## src/rtl/oscd_map.vh

```
// Purpose: Constants for the crystal-loss and stop-exit host controller
// Assumes: APB byte addresses, 32-bit data, 20 MHz clock
// Notes:   Included by the controller top and nothing else
//
// What this block does
// - Host sets wake levels, others 000b, enables
// - Host keeps detection off at 2 MHz or less
// - Source identified from flags and enable field
// - Host switches clock back to crystal itself
// - Host clears peripheral stop before wait when detection is on, else copies the config bit
// - Host disables detection before crystal stop/start
// - Low-speed fallback: select low, then enable
// - High-speed fallback: enable and select together, then enable detection
// - Flash rewrite off, stop, jump, 4 NOPs
// - Flash rewrite off, wait, 4 NOPs
// - Host writes 00b to field before stop
`ifndef OSCD_MAP_VH
`define OSCD_MAP_VH

// Register byte offsets
`define OSCD_CTRL_OFS      12'h000
`define OSCD_CFG_OFS       12'h004
`define OSCD_STATUS_OFS    12'h008
`define OSCD_PINS_OFS      12'h00c

// Command bits in the control register
`define OSCD_CMD_STOP      0
`define OSCD_CMD_WAIT      1
`define OSCD_CMD_ARM       2
`define OSCD_CMD_FB_LOW    3
`define OSCD_CMD_FB_HIGH   4
`define OSCD_CMD_XSTOP     5
`define OSCD_CMD_XSTART    6
`define OSCD_CMD_BACK      7
`define OSCD_CMD_W         8

// Configuration fields
`define OSCD_CFG_SLOW      0
`define OSCD_CFG_LVL_LO    1
`define OSCD_CFG_LVL_HI    3
`define OSCD_CFG_PSTOP     4
`define OSCD_CFG_FLASH     5
`define OSCD_CFG_RESET     6'h00

// Status fields
`define OSCD_ST_BUSY       0
`define OSCD_ST_REFUSED    1
`define OSCD_ST_NMI_SEEN   2
`define OSCD_ST_SRC_LO     3
`define OSCD_ST_SRC_HI     6
`define OSCD_ST_LIVE_LO    7
`define OSCD_ST_LIVE_HI    10
`define OSCD_ST_ONCHIP     11
`define OSCD_ST_XSTOPPED   12

// Detection enable field and priority level values
`define OSCD_DET_ON        2'h3
`define OSCD_DET_OFF       2'h0
`define OSCD_LVL_OFF       3'h0

// Padding after stop or wait
`define OSCD_PAD_NOPS      3'h4

`endif

```

## src/rtl/oscd_sync.v

```verilog
// Purpose: Two-flop synchroniser for a group of device flag pins
// Assumes: Each bit is an independent level
// Notes:   First flop feeds only the second flop
`timescale 1ns/1ns
module oscd_sync #(
  parameter W = 6
) (
  // Clock and reset
  input  wire         clock_i,
  input  wire         reset_i,
  // Levels
  input  wire [W-1:0] async_i,
  output wire [W-1:0] sync_o
);

  genvar g;
  generate
    for (g = 0; g < W; g = g + 1) begin : g_bit
      reg meta_r;
      reg sync_r;
      always @(posedge clock_i) begin
        if (reset_i) begin
          meta_r <= 1'b0;
          sync_r <= 1'b0;
        end else begin
          meta_r <= async_i[g];
          sync_r <= meta_r;
        end
      end
      assign sync_o[g] = sync_r;
    end
  endgenerate

endmodule

```

## src/rtl/oscd_ctrl.v

```verilog
// Purpose: Host sequencer driving the clock-control pins of the device
// Assumes: Device flags arrive asynchronously; APB master on clock_i
// Notes:   One command at a time; commands written while busy are refused
//
// The placing of the registers and the APB slave port were decided locally.
`timescale 1ns/1ns
`include "oscd_map.vh"
module oscd_ctrl (
  // Clock and reset
  input  wire        clock_i,
  input  wire        reset_i,
  // APB slave
  input  wire        psel_i,
  input  wire        penable_i,
  input  wire        pwrite_i,
  input  wire [11:0] paddr_i,
  input  wire [31:0] pwdata_i,
  output wire        pready_o,
  output reg  [31:0] prdata_o,
  output reg         pslverr_o,
  // Device status pins
  input  wire        onchip_clock_selected_flag_i,
  input  wire        xtal_stopped_flag_i,
  input  wire        special_nmi_i,
  input  wire        watchdog_event_flag_i,
  input  wire        vmon_one_detect_flag_i,
  input  wire        vmon_two_detect_flag_i,
  // Device control pins
  output reg  [1:0]  xtal_loss_detect_enable_field_o,
  output reg         all_clock_stop_request_o,
  output reg         wait_exec_o,
  output reg         jump_exec_o,
  output reg         nop_exec_o,
  output reg         xtal_stop_control_o,
  output reg         periph_clock_stop_in_wait_o,
  output reg  [2:0]  wake_irq_priority_level_o,
  output reg  [2:0]  other_irq_priority_level_o,
  output reg         global_irq_enable_o,
  output reg         wake_periph_start_o,
  output reg         cpu_flash_rewrite_enable_o,
  output reg         high_speed_osc_enable_o,
  output reg         onchip_osc_speed_select_o,
  output reg         clock_source_xtal_o
);

  localparam [6:0] S_IDLE   = 7'h01;
  localparam [6:0] S_DISARM = 7'h02;
  localparam [6:0] S_PREP   = 7'h04;
  localparam [6:0] S_ISSUE  = 7'h08;
  localparam [6:0] S_JUMP   = 7'h10;
  localparam [6:0] S_PAD    = 7'h20;
  localparam [6:0] S_ARM    = 7'h40;

  reg  [6:0]             state_r;
  reg  [`OSCD_CMD_W-1:0] cmd_r;
  reg  [2:0]             pad_cnt_r;
  reg  [5:0]             cfg_r;
  reg                    refused_r;
  reg                    nmi_seen_r;
  reg  [3:0]             src_r;
  reg                    nmi_d_r;

  wire [5:0]             flags_s;
  wire                   onchip_s;
  wire                   xstopped_s;
  wire                   nmi_s;
  wire                   wdt_s;
  wire                   vm1_s;
  wire                   vm2_s;

  oscd_sync #(
    .W (6)
  ) u_sync (
    .clock_i (clock_i),
    .reset_i (reset_i),
    .async_i ({vmon_two_detect_flag_i, vmon_one_detect_flag_i, watchdog_event_flag_i,
               special_nmi_i, xtal_stopped_flag_i, onchip_clock_selected_flag_i}),
    .sync_o  (flags_s)
  );

  assign onchip_s   = flags_s[0];
  assign xstopped_s = flags_s[1];
  assign nmi_s      = flags_s[2];
  assign wdt_s      = flags_s[3];
  assign vm1_s      = flags_s[4];
  assign vm2_s      = flags_s[5];

  // One vector serves four causes, so the cause is decoded from flags
  wire det_on   = (xtal_loss_detect_enable_field_o == `OSCD_DET_ON);
  wire xtal_src = xstopped_s | (det_on & onchip_s);
  wire [3:0] live_src = {vm2_s, vm1_s, wdt_s, xtal_src};

  // APB decode
  wire setup_ph = psel_i & ~penable_i;
  wire wr_en    = psel_i & penable_i & pwrite_i;
  wire ofs_ok   = (paddr_i == `OSCD_CTRL_OFS) | (paddr_i == `OSCD_CFG_OFS) |
                  (paddr_i == `OSCD_STATUS_OFS) | (paddr_i == `OSCD_PINS_OFS);
  wire wr_ctrl  = wr_en & (paddr_i == `OSCD_CTRL_OFS);
  wire wr_cfg   = wr_en & (paddr_i == `OSCD_CFG_OFS);
  wire wr_stat  = wr_en & (paddr_i == `OSCD_STATUS_OFS);

  // Answer always in the first access cycle
  assign pready_o = psel_i & penable_i;

  wire [`OSCD_CMD_W-1:0] cmd_w   = pwdata_i[`OSCD_CMD_W-1:0];
  wire                   one_hot = (cmd_w != 8'h00) & ((cmd_w & (cmd_w - 8'h01)) == 8'h00);
  wire [2:0]             cfg_lvl = cfg_r[`OSCD_CFG_LVL_HI:`OSCD_CFG_LVL_LO];
  wire                   slow    = cfg_r[`OSCD_CFG_SLOW];
  // Stop with no wake level could never exit except by reset
  wire                   lvl_bad = cmd_w[`OSCD_CMD_STOP] & (cfg_lvl == `OSCD_LVL_OFF);
  // Arming is pointless below the detector's frequency floor
  wire                   arm_bad = slow & (cmd_w[`OSCD_CMD_ARM] | cmd_w[`OSCD_CMD_FB_LOW] |
                                           cmd_w[`OSCD_CMD_FB_HIGH]);
  wire                   accept  = wr_ctrl & (state_r == S_IDLE) & one_hot & ~lvl_bad & ~arm_bad;
  wire                   reject  = wr_ctrl & ~accept & (cmd_w != 8'h00);

  reg [6:0] first_state;
  always @* begin
    if (cmd_w[`OSCD_CMD_STOP] | cmd_w[`OSCD_CMD_XSTOP] | cmd_w[`OSCD_CMD_XSTART]) begin
      first_state = S_DISARM;
    end else if (cmd_w[`OSCD_CMD_ARM]) begin
      first_state = S_ARM;
    end else if (cmd_w[`OSCD_CMD_BACK]) begin
      first_state = S_ISSUE;
    end else begin
      first_state = S_PREP;
    end
  end

  // Register reads are captured in the setup cycle
  always @(posedge clock_i) begin
    if (reset_i) begin
      prdata_o  <= 32'h0000_0000;
      pslverr_o <= 1'b0;
    end else if (setup_ph) begin
      pslverr_o <= ~ofs_ok;
      case (paddr_i)
        `OSCD_CFG_OFS: begin
          prdata_o <= {26'h0, cfg_r};
        end
        `OSCD_STATUS_OFS: begin
          prdata_o <= {19'h0, xstopped_s, onchip_s, live_src, src_r, nmi_seen_r, refused_r,
                       (state_r != S_IDLE)};
        end
        `OSCD_PINS_OFS: begin
          prdata_o <= {16'h0, clock_source_xtal_o, onchip_osc_speed_select_o,
                       high_speed_osc_enable_o, cpu_flash_rewrite_enable_o,
                       wake_periph_start_o, global_irq_enable_o, other_irq_priority_level_o,
                       wake_irq_priority_level_o, periph_clock_stop_in_wait_o,
                       xtal_stop_control_o, xtal_loss_detect_enable_field_o};
        end
        default: begin
          prdata_o <= 32'h0000_0000;
        end
      endcase
    end
  end

  // Sticky flags; a new event beats a clear in the same cycle
  always @(posedge clock_i) begin
    if (reset_i) begin
      refused_r  <= 1'b0;
      nmi_seen_r <= 1'b0;
      src_r      <= 4'h0;
      nmi_d_r    <= 1'b0;
    end else begin
      nmi_d_r <= nmi_s;
      if (reject) begin
        refused_r <= 1'b1;
      end else if (wr_stat & pwdata_i[`OSCD_ST_REFUSED]) begin
        refused_r <= 1'b0;
      end
      if (nmi_s & ~nmi_d_r) begin
        nmi_seen_r <= 1'b1;
        src_r      <= live_src;
      end else if (wr_stat & pwdata_i[`OSCD_ST_NMI_SEEN]) begin
        nmi_seen_r <= 1'b0;
      end
    end
  end

  // Command sequencer
  always @(posedge clock_i) begin
    if (reset_i) begin
      state_r                         <= S_IDLE;
      cmd_r                           <= 8'h00;
      pad_cnt_r                       <= 3'h0;
      cfg_r                           <= `OSCD_CFG_RESET;
      xtal_loss_detect_enable_field_o <= `OSCD_DET_OFF;
      all_clock_stop_request_o        <= 1'b0;
      wait_exec_o                     <= 1'b0;
      jump_exec_o                     <= 1'b0;
      nop_exec_o                      <= 1'b0;
      xtal_stop_control_o             <= 1'b0;
      periph_clock_stop_in_wait_o     <= 1'b0;
      wake_irq_priority_level_o       <= `OSCD_LVL_OFF;
      other_irq_priority_level_o      <= `OSCD_LVL_OFF;
      global_irq_enable_o             <= 1'b0;
      wake_periph_start_o             <= 1'b0;
      cpu_flash_rewrite_enable_o      <= 1'b0;
      high_speed_osc_enable_o         <= 1'b0;
      onchip_osc_speed_select_o       <= 1'b0;
      clock_source_xtal_o             <= 1'b0;
    end else begin
      all_clock_stop_request_o <= 1'b0;
      wait_exec_o              <= 1'b0;
      jump_exec_o              <= 1'b0;
      nop_exec_o               <= 1'b0;
      clock_source_xtal_o      <= 1'b0;
      if (wr_cfg) begin
        cfg_r <= pwdata_i[5:0];
      end
      // A slow crystal setting forces detection off at once
      if (slow) begin
        xtal_loss_detect_enable_field_o <= `OSCD_DET_OFF;
      end
      case (state_r)
        S_IDLE: begin
          if (wr_cfg & (state_r == S_IDLE)) begin
            cpu_flash_rewrite_enable_o <= pwdata_i[`OSCD_CFG_FLASH];
          end
          if (accept) begin
            cmd_r   <= cmd_w;
            state_r <= first_state;
          end
        end
        S_DISARM: begin
          xtal_loss_detect_enable_field_o <= `OSCD_DET_OFF;
          state_r                         <= S_PREP;
        end
        S_PREP: begin
          state_r <= S_ISSUE;
          if (cmd_r[`OSCD_CMD_STOP]) begin
            cpu_flash_rewrite_enable_o <= 1'b0;
            wake_irq_priority_level_o  <= cfg_lvl;
            other_irq_priority_level_o <= `OSCD_LVL_OFF;
            global_irq_enable_o        <= 1'b1;
            wake_periph_start_o        <= 1'b1;
          end else if (cmd_r[`OSCD_CMD_WAIT]) begin
            cpu_flash_rewrite_enable_o  <= 1'b0;
            periph_clock_stop_in_wait_o <= det_on ? 1'b0 : cfg_r[`OSCD_CFG_PSTOP];
          end else if (cmd_r[`OSCD_CMD_FB_LOW]) begin
            onchip_osc_speed_select_o <= 1'b0;
            state_r                   <= S_ARM;
          end else if (cmd_r[`OSCD_CMD_FB_HIGH]) begin
            high_speed_osc_enable_o   <= 1'b1;
            onchip_osc_speed_select_o <= 1'b1;
            state_r                   <= S_ARM;
          end
        end
        S_ISSUE: begin
          state_r <= S_IDLE;
          if (cmd_r[`OSCD_CMD_STOP]) begin
            // Device also goes to divide-by-8 and high drive here
            all_clock_stop_request_o <= 1'b1;
            state_r                  <= S_JUMP;
          end else if (cmd_r[`OSCD_CMD_WAIT]) begin
            wait_exec_o <= 1'b1;
            pad_cnt_r   <= 3'h0;
            state_r     <= S_PAD;
          end else if (cmd_r[`OSCD_CMD_XSTOP]) begin
            xtal_stop_control_o <= 1'b1;
          end else if (cmd_r[`OSCD_CMD_XSTART]) begin
            xtal_stop_control_o <= 1'b0;
          end else if (cmd_r[`OSCD_CMD_BACK]) begin
            // Device never returns to the crystal on its own
            clock_source_xtal_o <= 1'b1;
          end
        end
        S_JUMP: begin
          jump_exec_o <= 1'b1;
          pad_cnt_r   <= 3'h0;
          state_r     <= S_PAD;
        end
        S_PAD: begin
          // Covers the device's 4-byte prefetch past the halting write
          nop_exec_o <= 1'b1;
          pad_cnt_r  <= pad_cnt_r + 3'h1;
          if (pad_cnt_r == (`OSCD_PAD_NOPS - 3'h1)) begin
            state_r <= S_IDLE;
          end
        end
        S_ARM: begin
          // Only 11b arms the detector; loss window is the device's
          if (!slow) begin
            xtal_loss_detect_enable_field_o <= `OSCD_DET_ON;
          end
          state_r <= S_IDLE;
        end
        default: begin
          state_r <= S_IDLE;
        end
      endcase
    end
  end

endmodule

```

## config.mk

```make
export PLATFORM = sky130hd
export DESIGN_NAME = oscd_ctrl
export DESIGN_NICKNAME = d
export VERILOG_FILES = /design/src/rtl/oscd_sync.v /design/src/rtl/oscd_ctrl.v
export VERILOG_INCLUDE_DIRS = /design/src /design/src/rtl
export SDC_FILE = /design/constraint.sdc
export NUM_CORES = 1
export LEC_CHECK = 0
export ABC_AREA = 0
export BUFFER_PORTS_ARGS = -buffer_cell sky130_fd_sc_hd__buf_2
export CORE_ASPECT_RATIO = 0.8
export CORE_MARGIN = 2
export CORE_UTILIZATION = 46
export CTS_CLUSTER_SIZE = 14
export DETAILED_ROUTE_END_ITERATION = 12
export GPL_TIMING_DRIVEN = 0
export PLACE_DENSITY_LB_ADDON = 0.15
export SLEW_MARGIN = 20
export SYNTH_ARGS = -nofsm -noshare
export SYNTH_HDL_FRONTEND = slang
export SYNTH_SLANG_ARGS = --single-unit
```

## constraint.sdc

```tcl
create_clock -name clock_i -period 2.28 [get_ports clock_i]
set_input_delay 0.228 -clock clock_i [delete_from_list [all_inputs] [get_ports clock_i]]
set_output_delay 0.228 -clock clock_i [all_outputs]
set_load 0.005 [all_outputs]
```

==> results.ini, run 1 <==
[outcome]
status = finished clean

[logic_synthesis]
post-synth-top-area-cell = dfxtp_1
synthArstFlopShare = 0
syn_inst = 376
yosysMostFrequentCell = dfxtp_1
synth_edf_count = 0
synth_top_area_frac = 0.450
synth_cell_types = 54
synth_ff_type = dfxtp_1
ys_seq_elements = 75
synth_area_sq_um = 3340
synth-seq-area-share = 0.450
avgSynthCellArea_sq_um = 8.88
synth_area_leaders = dfxtp_1, nor2_1, buf_4, mux2i_1, nor2b_1
yosys-top-cells-count = dfxtp_1, nor2_1, nand2_1, buf_4, nand3_1
yosysWarnings = 0

[setup_path]
cp_num_buf_inv = 2
required_ns = 2.52
cp_slowest_cell = or4_1
crit_family = simple AND/OR/NAND/NOR gates
cp-end-kind = flip-flop
start_kind = primary input
crit_type = in2reg
crit_fanout = 8
crit_chain = buf_2 > or4_1 > or3_1 > buf_2 > a211oi_4 > a21oi_2 > or3_1
worstPathArrival_ns = 2.39
max_stage_delay_ns = 0.63

[sta]
finalMaxSlewViolations = 0
period_share = 0.941
fin_crit_ns = 2.15
max_freq_ghz = 0.466
grt_setup_unrepaired = false
finalSetupTns_ns = 0
worst_hold_slack_ns = 0.0711
relSlewSlack = 0.498
finalSetupViolCount = 0
hold_viol_final = 0
finalClockSkew_ns = 0.0141
worstMarginPinSlew_ns = 0.748

[finish]
fin_nets = 522
drive_gt1_frac = 0.247
finalInstanceArea_sq_um = 4050
area.sequential_sq_um = 1500
n_antenna_cell = 0
fill_cells = 648
area_growth_syn_to_layout_pct = 21.4
multi_input_area_sq_um = 1690

[floorplanning]
start_util = 0.480
dieHeight_um = 80.2
io_pins = 109
core-area_sq_um = 6960
num_rows = 27
die_w_um = 99.2
dieArea_sq_um = 7960

[place]
placed_area_sq_um = 3810
gp_congestion = 0.887
hpwl_um = 6520
portBuffers = 59

[route]
antenna_left = 0
vias = 3058
drt_iter0_markers = 229
firstDrtPassIters = 5
viasPerCell = 5.49
wirelength_um = 8990
wl_per_cell_um = 16.1
drcViolationCount = 0

[global_route]
grt_pass1_wl_um = 13900
grt_pass1_vias = 2704
grt.total_usage = 0.229
antenna_found_initial = 0
grt_max_degree = 15
grt_overflow = 0

[power_and_ir_drop]
p_per_area_nw_per_um2 = 635
leakagePower_nw = 1.67
ir_drop_uv = 364

[clocking]
path_clk_slew_ns = 0.09
clockBufferDepth = 2
insertion_delay_ns = 0.36
cts_sinks = 75
cts_buffers = 9
cts_tree = built
ctsHoldBuffers = 0
htree_levels = 3
cts_root_buf = clkbuf_8

[hold_path]
hold_path.class = in2reg

[flow_run]
max_cap_violations = 0

[path summary, 6_finish.rpt]
path | startpoint | endpoint | slack (ns) | depth (start not counted)
worst max-delay path | paddr_i[7] | state_r[0]$_SDFFE_PP1P_ | 0.13 | 7
worst min register to register | u_sync.g_bit[3].meta_r$_SDFF_PP0_ | u_sync.g_bit[3].sync_r$_SDFF_PP0_ | 0.44 | 1
worst min-delay path | onchip_clock_selected_flag_i | u_sync.g_bit[0].meta_r$_SDFF_PP0_ | 0.07 | 2
worst max register to register | state_r[2]$_SDFFE_PP0P_ | state_r[0]$_SDFFE_PP1P_ | 0.24 | 6
[where the power goes]
part | total [W] | internal, W | switching [W]
registers | 0.00133 | 0.00133 | 0.00000786
clock network | 0.00105 | 0.000513 | 0.000538
logic | 0.000188 | 0.0000774 | 0.000110
[placed cells by master, fill, tap and decap left out, types with 3 or more instances in the layout]
master / netlist / layout
a211oi_1: 4 / 4
clkbuf_1: 18 / 17
buf_2: 1 / 60
o21ai_0: 18 / 18
mux2_2: 6 / 6
conb_1: 1 / 19
nor3_1: 13 / 12
a31oi_1: 3 / 3
nand2_1: 21 / 21
mux2i_1: 13 / 13
and3_1: 4 / 4
and2_1: 3 / 3
a21oi_1: 19 / 19
clkbuf_8: 0 / 9
a221oi_1: 4 / 4
nor2_1: 41 / 41
nor2b_1: 18 / 18
o21ai_1: 4 / 4
nand4_1: 3 / 3
inv_1: 5 / 5
or3_1: 5 / 5
nand3_1: 20 / 20
or4_1: 6 / 5
dfxtp_1: 75 / 75
a22oi_1: 8 / 8
nor4b_1: 5 / 4
buf_4: 20 / 22
nor4_1: 5 / 5
[stage by stage]
stage	worst slack (ns)	total power (W)	instances	utilization
finish	0.134	0.00257	557	0.583
global route	0.0557	0.00267	557	0.583
CTS	0.0752	0.00258	556	0.579
floorplan	0.0672	0.00148	394	-
global placement	-0.254	0.00154	540	0.547
detailed placement	-0.277	0.00155	540	0.547
[flip-flops by register name, summed over array words and instances (netlist names), 2 cells and up]
name	count
cfg_r	6
cmd_r	7
pad_cnt_r	3
prdata_o	16
src_r	4
state_r	7
u_sync.g_bit.meta_r	6
u_sync.g_bit.sync_r	6
wake_irq_priority_level_o	3
xtal_loss_detect_enable_field_o	2
[repair_timing]
| action | 4_1_cts | 5_1_grt |
|---|---|---|
| pin swaps | 0 | 2 |
| endpoints found under the setup margin | 13 | 14 |
| buffers inserted | 0 | 2 |
| gates resized for setup | 3 | 2 |
[final cells by class]
cell class,count,share of cell area
multi-input combinational,273,0.416
inverter,5,0.00463
sequential,75,0.370
tap,87,0.0269
clock buffer,9,0.0306
timing repair buffer,61,0.0765
buffer,40,0.0559
clock inverter,7,0.0188
[layer usage]
layer / GRT usage / vias to the layer above / part of all wire / wire length (um)
li1: - / 1487 / - / -
met1: 0.320 / 1439 / 0.48 / 4290
met2: 0.340 / 121 / 0.42 / 3800
met3: 0.0809 / 11 / 0.087 / 784
met4: 0.0493 / 0 / 0.012 / 112
met5: 0 / - / 0 / 0
[kinds of logic after synthesis]
logic type / after synthesis / share of synthesized area
flip-flops: 75 / 0.450
multiplexers: 19 / 0.0592
other: 1 / 0.00112
XOR/XNOR: 1 / 0.00262
AND/OR/NAND/NOR: 157 / 0.259
AO/OA/AOI/OAI: 74 / 0.143
buffers and inverters: 46 / 0.0746
adder cells (fa/ha/maj): 3 / 0.0105
No activity file was read; power rests on OpenSTA's default activity.
==> run 2: changes to the inputs <==
--- a/config.mk
+++ b/config.mk
@@ -18,4 +18,5 @@
 export SLEW_MARGIN = 20
 export SYNTH_ARGS = -nofsm -noshare
 export SYNTH_HDL_FRONTEND = slang
+export SYNTH_HIERARCHICAL = 1
 export SYNTH_SLANG_ARGS = --single-unit
==> run 2 against run 1 <==
Against the previous run: worst hold slack better by 0.010 ns; register-to-register slack worse by 0.12 ns; sequential power is essentially flat; synthesized cell count grew 2.9%; combinational power is 6% higher; critical path type is now reg2reg; fmax shrank 0.66%; clock power is essentially flat.
==> results.ini, run 2 <==
[setup_path]
max_stage_delay_ns = 0.52  ; was 0.63 ns
required_ns = 2.53  ; was 2.52 ns
cp-endpoint = state_r[2]$_SDFFE_PP0P_  ; was state_r[0]$_SDFFE_PP1P_
cp-end-kind = flip-flop  ; unchanged
cp_num_buf_inv = 1  ; was 2
crit_chain = buf_2 > or4b_4 > and4bb_2 > o2111a_4 > nand3_4 > a211oi_1  ; was buf_2 > or4_1 > or3_1 > buf_2 > a211oi_4 > a21oi_2 > or3_1
cp_slowest_cell = or4b_4  ; was or4_1
crit_family = simple AND/OR/NAND/NOR gates  ; unchanged
r2r_start = state_r[3]$_SDFFE_PP0P_  ; was state_r[2]$_SDFFE_PP0P_
r2r_slack_ns = 0.12  ; was 0.24 ns
critical_path_depth = 6  ; was 7
worstPathArrival_ns = 2.41  ; was 2.39 ns
start_kind = flip-flop  ; was primary input
crit_fanout = 8  ; unchanged
r2r-end = state_r[2]$_SDFFE_PP0P_  ; was state_r[0]$_SDFFE_PP1P_
startpoint = state_r[3]$_SDFFE_PP0P_  ; was paddr_i[7]
crit_type = reg2reg  ; was in2reg
rr_worst_depth = 6  ; unchanged

[sta]
period_share = 0.947  ; was 0.941
worstMarginPinSlew_ns = 0.569  ; was 0.748 ns
relSlewSlack = 0.620  ; was 0.498
hold_viol_final = 0  ; unchanged
fin_crit_ns = 2.16  ; was 2.15 ns
max_freq_ghz = 0.463  ; was 0.466 GHz
finalSetupViolCount = 0  ; unchanged
finalClockSkew_ns = 0.00940  ; was 0.0141 ns
finalMaxSlewViolations = 0  ; unchanged
grt_setup_unrepaired = false  ; unchanged
finalSetupTns_ns = 0  ; unchanged

[logic_synthesis]
synth_cell_types = 64  ; was 54
yosysWarnings = 6  ; was 0
post-synth-top-area-cell = dfxtp_1  ; unchanged
synth_top_area_frac = 0.416  ; was 0.450
syn_inst = 387  ; was 376
avgSynthCellArea_sq_um = 9.33  ; was 8.88 sq um
ys_seq_elements = 75  ; unchanged
synth_area_sq_um = 3610  ; was 3340 sq um
yosys-top-cells-count = dfxtp_1, nor2_1, buf_4, a21oi_1  ; was dfxtp_1, nor2_1, nand2_1, buf_4, nand3_1
synth_area_leaders = dfxtp_1, buf_4, nor2_1, mux2i_1, a21oi_1  ; was dfxtp_1, nor2_1, buf_4, mux2i_1, nor2b_1
synthArstFlopShare = 0  ; unchanged
yosysMostFrequentCell = dfxtp_1  ; unchanged
synth_ff_type = dfxtp_1  ; unchanged
synth_edf_count = 0  ; unchanged
synth-seq-area-share = 0.416  ; was 0.450

[floorplanning]
die_w_um = 103  ; was 99.2 um
num_rows = 28  ; was 27
dieHeight_um = 83.2  ; was 80.2 um
dieArea_sq_um = 8580  ; was 7960 sq um
core-area_sq_um = 7500  ; was 6960 sq um
start_util = 0.482  ; was 0.480
io_pins = 109  ; unchanged

[place]
hpwl_um = 6730  ; was 6520 um
gp_congestion = 0.889  ; was 0.887
portBuffers = 61  ; was 59
dpl.cell_count = 571  ; was 540
placed_area_sq_um = 4120  ; was 3810 sq um

[route]
antenna_left = 0  ; unchanged
wirelength_um = 8870  ; was 8990 um
vias = 3032  ; was 3,058
firstDrtPassIters = 4  ; was 5
drt_iter0_markers = 234  ; was 229
drcViolationCount = 0  ; unchanged
viasPerCell = 5.17  ; was 5.49
wl_per_cell_um = 15.1  ; was 16.1 um

[clocking]
cts_buffers = 9  ; unchanged
cts_root_buf = clkbuf_8  ; unchanged
htree_levels = 3  ; unchanged
cts_tree = built  ; unchanged
clockBufferDepth = 2  ; unchanged
path_clk_slew_ns = 0.08  ; was 0.09 ns
cts_sinks = 75  ; unchanged
ctsHoldBuffers = 0  ; unchanged
insertion_delay_ns = 0.35  ; was 0.36 ns
postCtsResizedCells = 0  ; was 3
postCtsSetupRepairBufs = 0  ; unchanged

[power_and_ir_drop]
ir_drop_uv = 412  ; was 364 uV
leakagePower_nw = 1.86  ; was 1.67 nW
p_per_area_nw_per_um2 = 594  ; was 635 nW/um^2

[finish]
area.sequential_sq_um = 1500  ; unchanged
multi_input_area_sq_um = 1790  ; was 1690 sq um
fill_cells = 725  ; was 648
largest_reg_flops = 16  ; unchanged
n_antenna_cell = 0  ; unchanged
finalInstanceArea_sq_um = 4320  ; was 4050 sq um
stdcell_count = 587  ; was 557
reg_top3 = prdata_o x16, cmd_r x7, state_r x7  ; unchanged
area_growth_syn_to_layout_pct = 19.5  ; was 21.4%
final_common_cell = dfxtp_1  ; unchanged
top_register = prdata_o  ; unchanged
final_cell_mix = dfxtp_1, buf_2, nor2_1, buf_4, a21oi_1  ; was dfxtp_1, buf_2, nor2_1, buf_4, nand2_1
fin_nets = 534  ; was 522
drive_gt1_frac = 0.311  ; was 0.247

[global_route]
grt.total_usage = 0.215  ; was 0.229
grt_max_degree = 15  ; unchanged
grt_overflow = 0  ; unchanged
grt_pass1_wl_um = 14300  ; was 13,900 um
grt_pass1_vias = 2827  ; was 2,704
antenna_found_initial = 0  ; unchanged

[hold_path]
hold_path.class = in2reg  ; unchanged
hold_depth = 2  ; unchanged

[flow_run]
max_cap_violations = 0  ; unchanged

[outcome]
status = finished clean  ; unchanged

[run 2: worst min-delay path by stage]
stage	startpoint	to	slack (ns)
after global routing	special_nmi_i	u_sync/g_bit[2].meta_r$_SDFF_PP0_	0.07
after floorplan	onchip_clock_selected_flag_i	u_sync/g_bit[0].meta_r$_SDFF_PP0_	0.36
after CTS	special_nmi_i	u_sync/g_bit[2].meta_r$_SDFF_PP0_	0.06
after detailed placement	u_sync/g_bit[2].meta_r$_SDFF_PP0_	u_sync/g_bit[2].sync_r$_SDFF_PP0_	0.42
final	watchdog_event_flag_i	u_sync/g_bit[3].meta_r$_SDFF_PP0_	0.08
after global placement	u_sync/g_bit[2].meta_r$_SDFF_PP0_	u_sync/g_bit[2].sync_r$_SDFF_PP0_	0.42
[run 2: report_power, final]
part	switching [W]	internal [W]
Combinational	0.000110	0.0000895
Sequential	0.00000380	0.00132
Clock	0.000519	0.000517
Total	0.000633	0.00193
[run 2: stage by stage]
stage	utilization	hold slack (ns)	setup WS [ns]	power, W
6_report	0.576	0.0812	0.120	0.00256
5_1_grt	0.576	0.0735	0.00663	0.00267
4_1_cts	0.576	0.0628	0.146	0.00259
3_5_place_dp	0.549	0.424	0.0412	0.00155
3_3_place_gp	0.549	0.417	0.0588	0.00155
2_1_floorplan	-	0.357	0.274	0.00149
[run 2: final cells by class]
| class | instances | share of cell area |
|---|---|---|
| Multi-Input combinational cell | 270 | 0.415 |
| Sequential cell | 75 | 0.348 |
| Buffer | 50 | 0.0812 |
| Timing Repair Buffer | 61 | 0.0707 |
| Tap cell | 105 | 0.0304 |
| Clock buffer | 10 | 0.0296 |
| Clock inverter | 6 | 0.0168 |
| Inverter | 10 | 0.00870 |
[run 2: logic make-up (layout without fill, tap and decap cells)]
| logic type | Yosys count | in the layout | synth area share |
|---|---|---|---|
| compound gates | 79 | 79 | 0.155 |
| xor+xnor | 1 | 1 | 0.00243 |
| fa+ha+maj | 2 | 2 | 0.00693 |
| buf+inv | 60 | 137 | 0.107 |
| flops | 75 | 75 | 0.416 |
| mux | 23 | 23 | 0.0665 |
| other cells | 1 | 19 | 0.00104 |
| simple gates | 146 | 146 | 0.245 |
[run 2: routing by layer]
metal  track usage  routed length [um]  vias to the layer above
met1         0.309                4100                     1398
met4        0.0622                  59                        0
li1              -                   -                     1520
met5             0                   0                        -
met2         0.317                3990                      108
met3        0.0539                 711                        6
[run 2: worst reg2reg max path, stage by stage, from the launching register on]
cell	delay, ns
dfxtp_1	0.30
buf_2	0.17
or4b_4	0.52
and4bb_2	0.34
o2111a_4	0.27
nand3_4	0.14
a211oi_1	0.32
==> run 3: changes to the inputs <==
--- a/config.mk
+++ b/config.mk
@@ -10,7 +10,7 @@
 export BUFFER_PORTS_ARGS = -buffer_cell sky130_fd_sc_hd__buf_2
 export CORE_ASPECT_RATIO = 0.8
 export CORE_MARGIN = 2
-export CORE_UTILIZATION = 46
+export CORE_UTILIZATION = 40
 export CTS_CLUSTER_SIZE = 14
 export DETAILED_ROUTE_END_ITERATION = 12
 export GPL_TIMING_DRIVEN = 0
==> run 3 against run 2 <==
Against the previous run: worst setup slack got worse by 0.0051 ns; largest cell class unchanged; critical endpoint is now state_r[1]$_SDFFE_PP0P_; clock skew decreased by 0.0044 ns; utilization decreased by 5.7 points.
==> results.ini, run 3 (synthesis gave the netlist of run 2 again) <==
[sta]
worstMarginPinSlew_ns = 0.586  ; was 0.569 ns
relSlewSlack = 0.609  ; was 0.620
finalSetupViolCount = 0  ; unchanged
worst_hold_slack_ns = 0.102  ; was 0.0812 ns
grt_setup_unrepaired = true  ; was false
period_share = 0.949  ; was 0.947
fin_crit_ns = 2.16  ; about the same
finalSetupTns_ns = 0  ; unchanged
max_freq_ghz = 0.462  ; was 0.463 GHz
finalMaxSlewViolations = 0  ; unchanged
finalClockSkew_ns = 0.00499  ; was 0.00940 ns
hold_viol_final = 0  ; unchanged

[floorplanning]
io_pins = 109  ; unchanged
dieArea_sq_um = 9810  ; was 8580 sq um
die_w_um = 110  ; was 103 um
core-area_sq_um = 8630  ; was 7500 sq um
start_util = 0.418  ; was 0.482
dieHeight_um = 89.0  ; was 83.2 um
num_rows = 30  ; was 28

[setup_path]
worstPathArrival_ns = 2.39  ; was 2.41 ns
crit_fanout = 8  ; unchanged
start_kind = flip-flop  ; unchanged
max_stage_delay_ns = 0.52  ; about the same
cp_slowest_cell = or4b_4  ; unchanged
crit_type = reg2reg  ; unchanged
crit_chain = buf_2 > or4b_4 > and4bb_2 > o2111ai_1 > nor4_1  ; was buf_2 > or4b_4 > and4bb_2 > o2111a_4 > nand3_4 > a211oi_1
required_ns = 2.50  ; was 2.53 ns
cp-end-kind = flip-flop  ; unchanged

[global_route]
grt_pass1_wl_um = 14400  ; was 14,300 um
antenna_found_initial = 0  ; unchanged
grt_overflow = 0  ; unchanged
grt_max_degree = 15  ; unchanged
grt_pass1_vias = 2687  ; was 2,827
grt.total_usage = 0.197  ; was 0.215

[hold_path]
hold_path.class = in2reg  ; unchanged

[route]
wl_per_cell_um = 15.6  ; was 15.1 um
drcViolationCount = 0  ; unchanged
drt_iter0_markers = 270  ; was 234
wirelength_um = 9280  ; was 8870 um
vias = 3024  ; was 3,032
firstDrtPassIters = 4  ; unchanged
antenna_left = 0  ; unchanged
viasPerCell = 5.09  ; was 5.17

[clocking]
insertion_delay_ns = 0.34  ; was 0.35 ns
htree_levels = 3  ; unchanged
clockBufferDepth = 2  ; unchanged
cts_root_buf = clkbuf_16  ; was clkbuf_8
path_clk_slew_ns = 0.06  ; was 0.08 ns
cts_tree = built  ; unchanged
cts_buffers = 9  ; unchanged
cts_sinks = 75  ; unchanged

[finish]
stdcell_count = 594  ; was 587
largest_reg_flops = 16  ; unchanged
fill_cells = 846  ; was 725
area_growth_syn_to_layout_pct = 23.9  ; was 19.5%
drive_gt1_frac = 0.315  ; was 0.311
fin_nets = 534  ; unchanged
final_common_cell = dfxtp_1  ; unchanged
area.sequential_sq_um = 1500  ; unchanged
final_cell_mix = dfxtp_1, buf_2, nor2_1, buf_4, a21oi_1  ; unchanged
top_register = prdata_o  ; unchanged
multi_input_area_sq_um = 1790  ; about the same
reg_top3 = prdata_o x16, cmd_r x7, state_r x7  ; unchanged
n_antenna_cell = 0  ; unchanged

[place]
gp_congestion = 0.876  ; was 0.889
dpl.cell_count = 578  ; was 571
hpwl_um = 6940  ; was 6730 um
portBuffers = 61  ; unchanged

[power_and_ir_drop]
ir_drop_uv = 364  ; was 412 uV
p_per_area_nw_per_um2 = 712  ; was 594 nW/um^2
leakagePower_nw = 1.93  ; was 1.86 nW

[outcome]
status = finished clean  ; unchanged

[flow_run]
max_cap_violations = 0  ; unchanged

==> run 3: final cells by class <==
| type | instances | share of cell area |
|---|---|---|
| buffer | 50 | 0.0783 |
| clock inverter | 7 | 0.0277 |
| clock buffer | 9 | 0.0503 |
| tap | 112 | 0.0313 |
| sequential | 75 | 0.335 |
| inverter | 10 | 0.00839 |
| timing repair buffer | 61 | 0.0682 |
| multi-input combinational | 270 | 0.400 |
==> run 3: timing repair <==
| action | in CTS | in global routing |
|---|---|---|
| hold buffers | 0 | 0 |
| endpoints found under the setup margin | 0 | 2 |
| gates resized for setup | 0 | 1 |
| buffers inserted | 0 | 0 |
==> run 3: power breakdown <==
group	switching [W]	internal (W)
sequential	0.00000389	0.00132
clock	0.000580	0.00108
combinational	0.000111	0.0000895
total	0.000696	0.00249
==> run 3: final timing paths <==
check	end	cells after the start	slack [ns]	from
max	state_r[1]$_SDFFE_PP0P_	5	0.12	state_r[3]$_SDFFE_PP0P_
min reg2reg	u_sync/g_bit[2].sync_r$_SDFF_PP0_	1	0.43	u_sync/g_bit[2].meta_r$_SDFF_PP0_
min	u_sync/g_bit[2].meta_r$_SDFF_PP0_	2	0.10	special_nmi_i
max reg2reg	state_r[1]$_SDFFE_PP0P_	5	0.12	state_r[3]$_SDFFE_PP0P_
==> run 3: through the flow <==
step	utilization	total power [W]	instance area, sq um	setup WS, ns
final	0.518	0.00319	4480	0.115
after global routing	0.518	0.00330	4480	-0.00456
after CTS	0.518	0.00322	4470	0.127
after detailed placement	0.478	0.00156	4120	0.00631
after global placement	0.478	0.00155	4120	0.0203
after floorplan	-	0.00149	3680	0.274
==> run 3: critical path, delay by kind of cell (launching register included) <==
family | cells | cell delay (ns)
DFF | 1 | 0.29
AOI/OAI and AO/OA | 1 | 0.30
and+or+nand+nor | 3 | 1.29
buffers and inverters | 1 | 0.17
==> run 3: metal layers <==
layer / global-route usage / routed length (um) / up-vias
met3: 0.0517 / 733 / 9
met5: 0 / 0 / -
li1: - / - / 1538
met4: 0.0568 / 93 / 0
met1: 0.293 / 4560 / 1393
met2: 0.278 / 3900 / 84
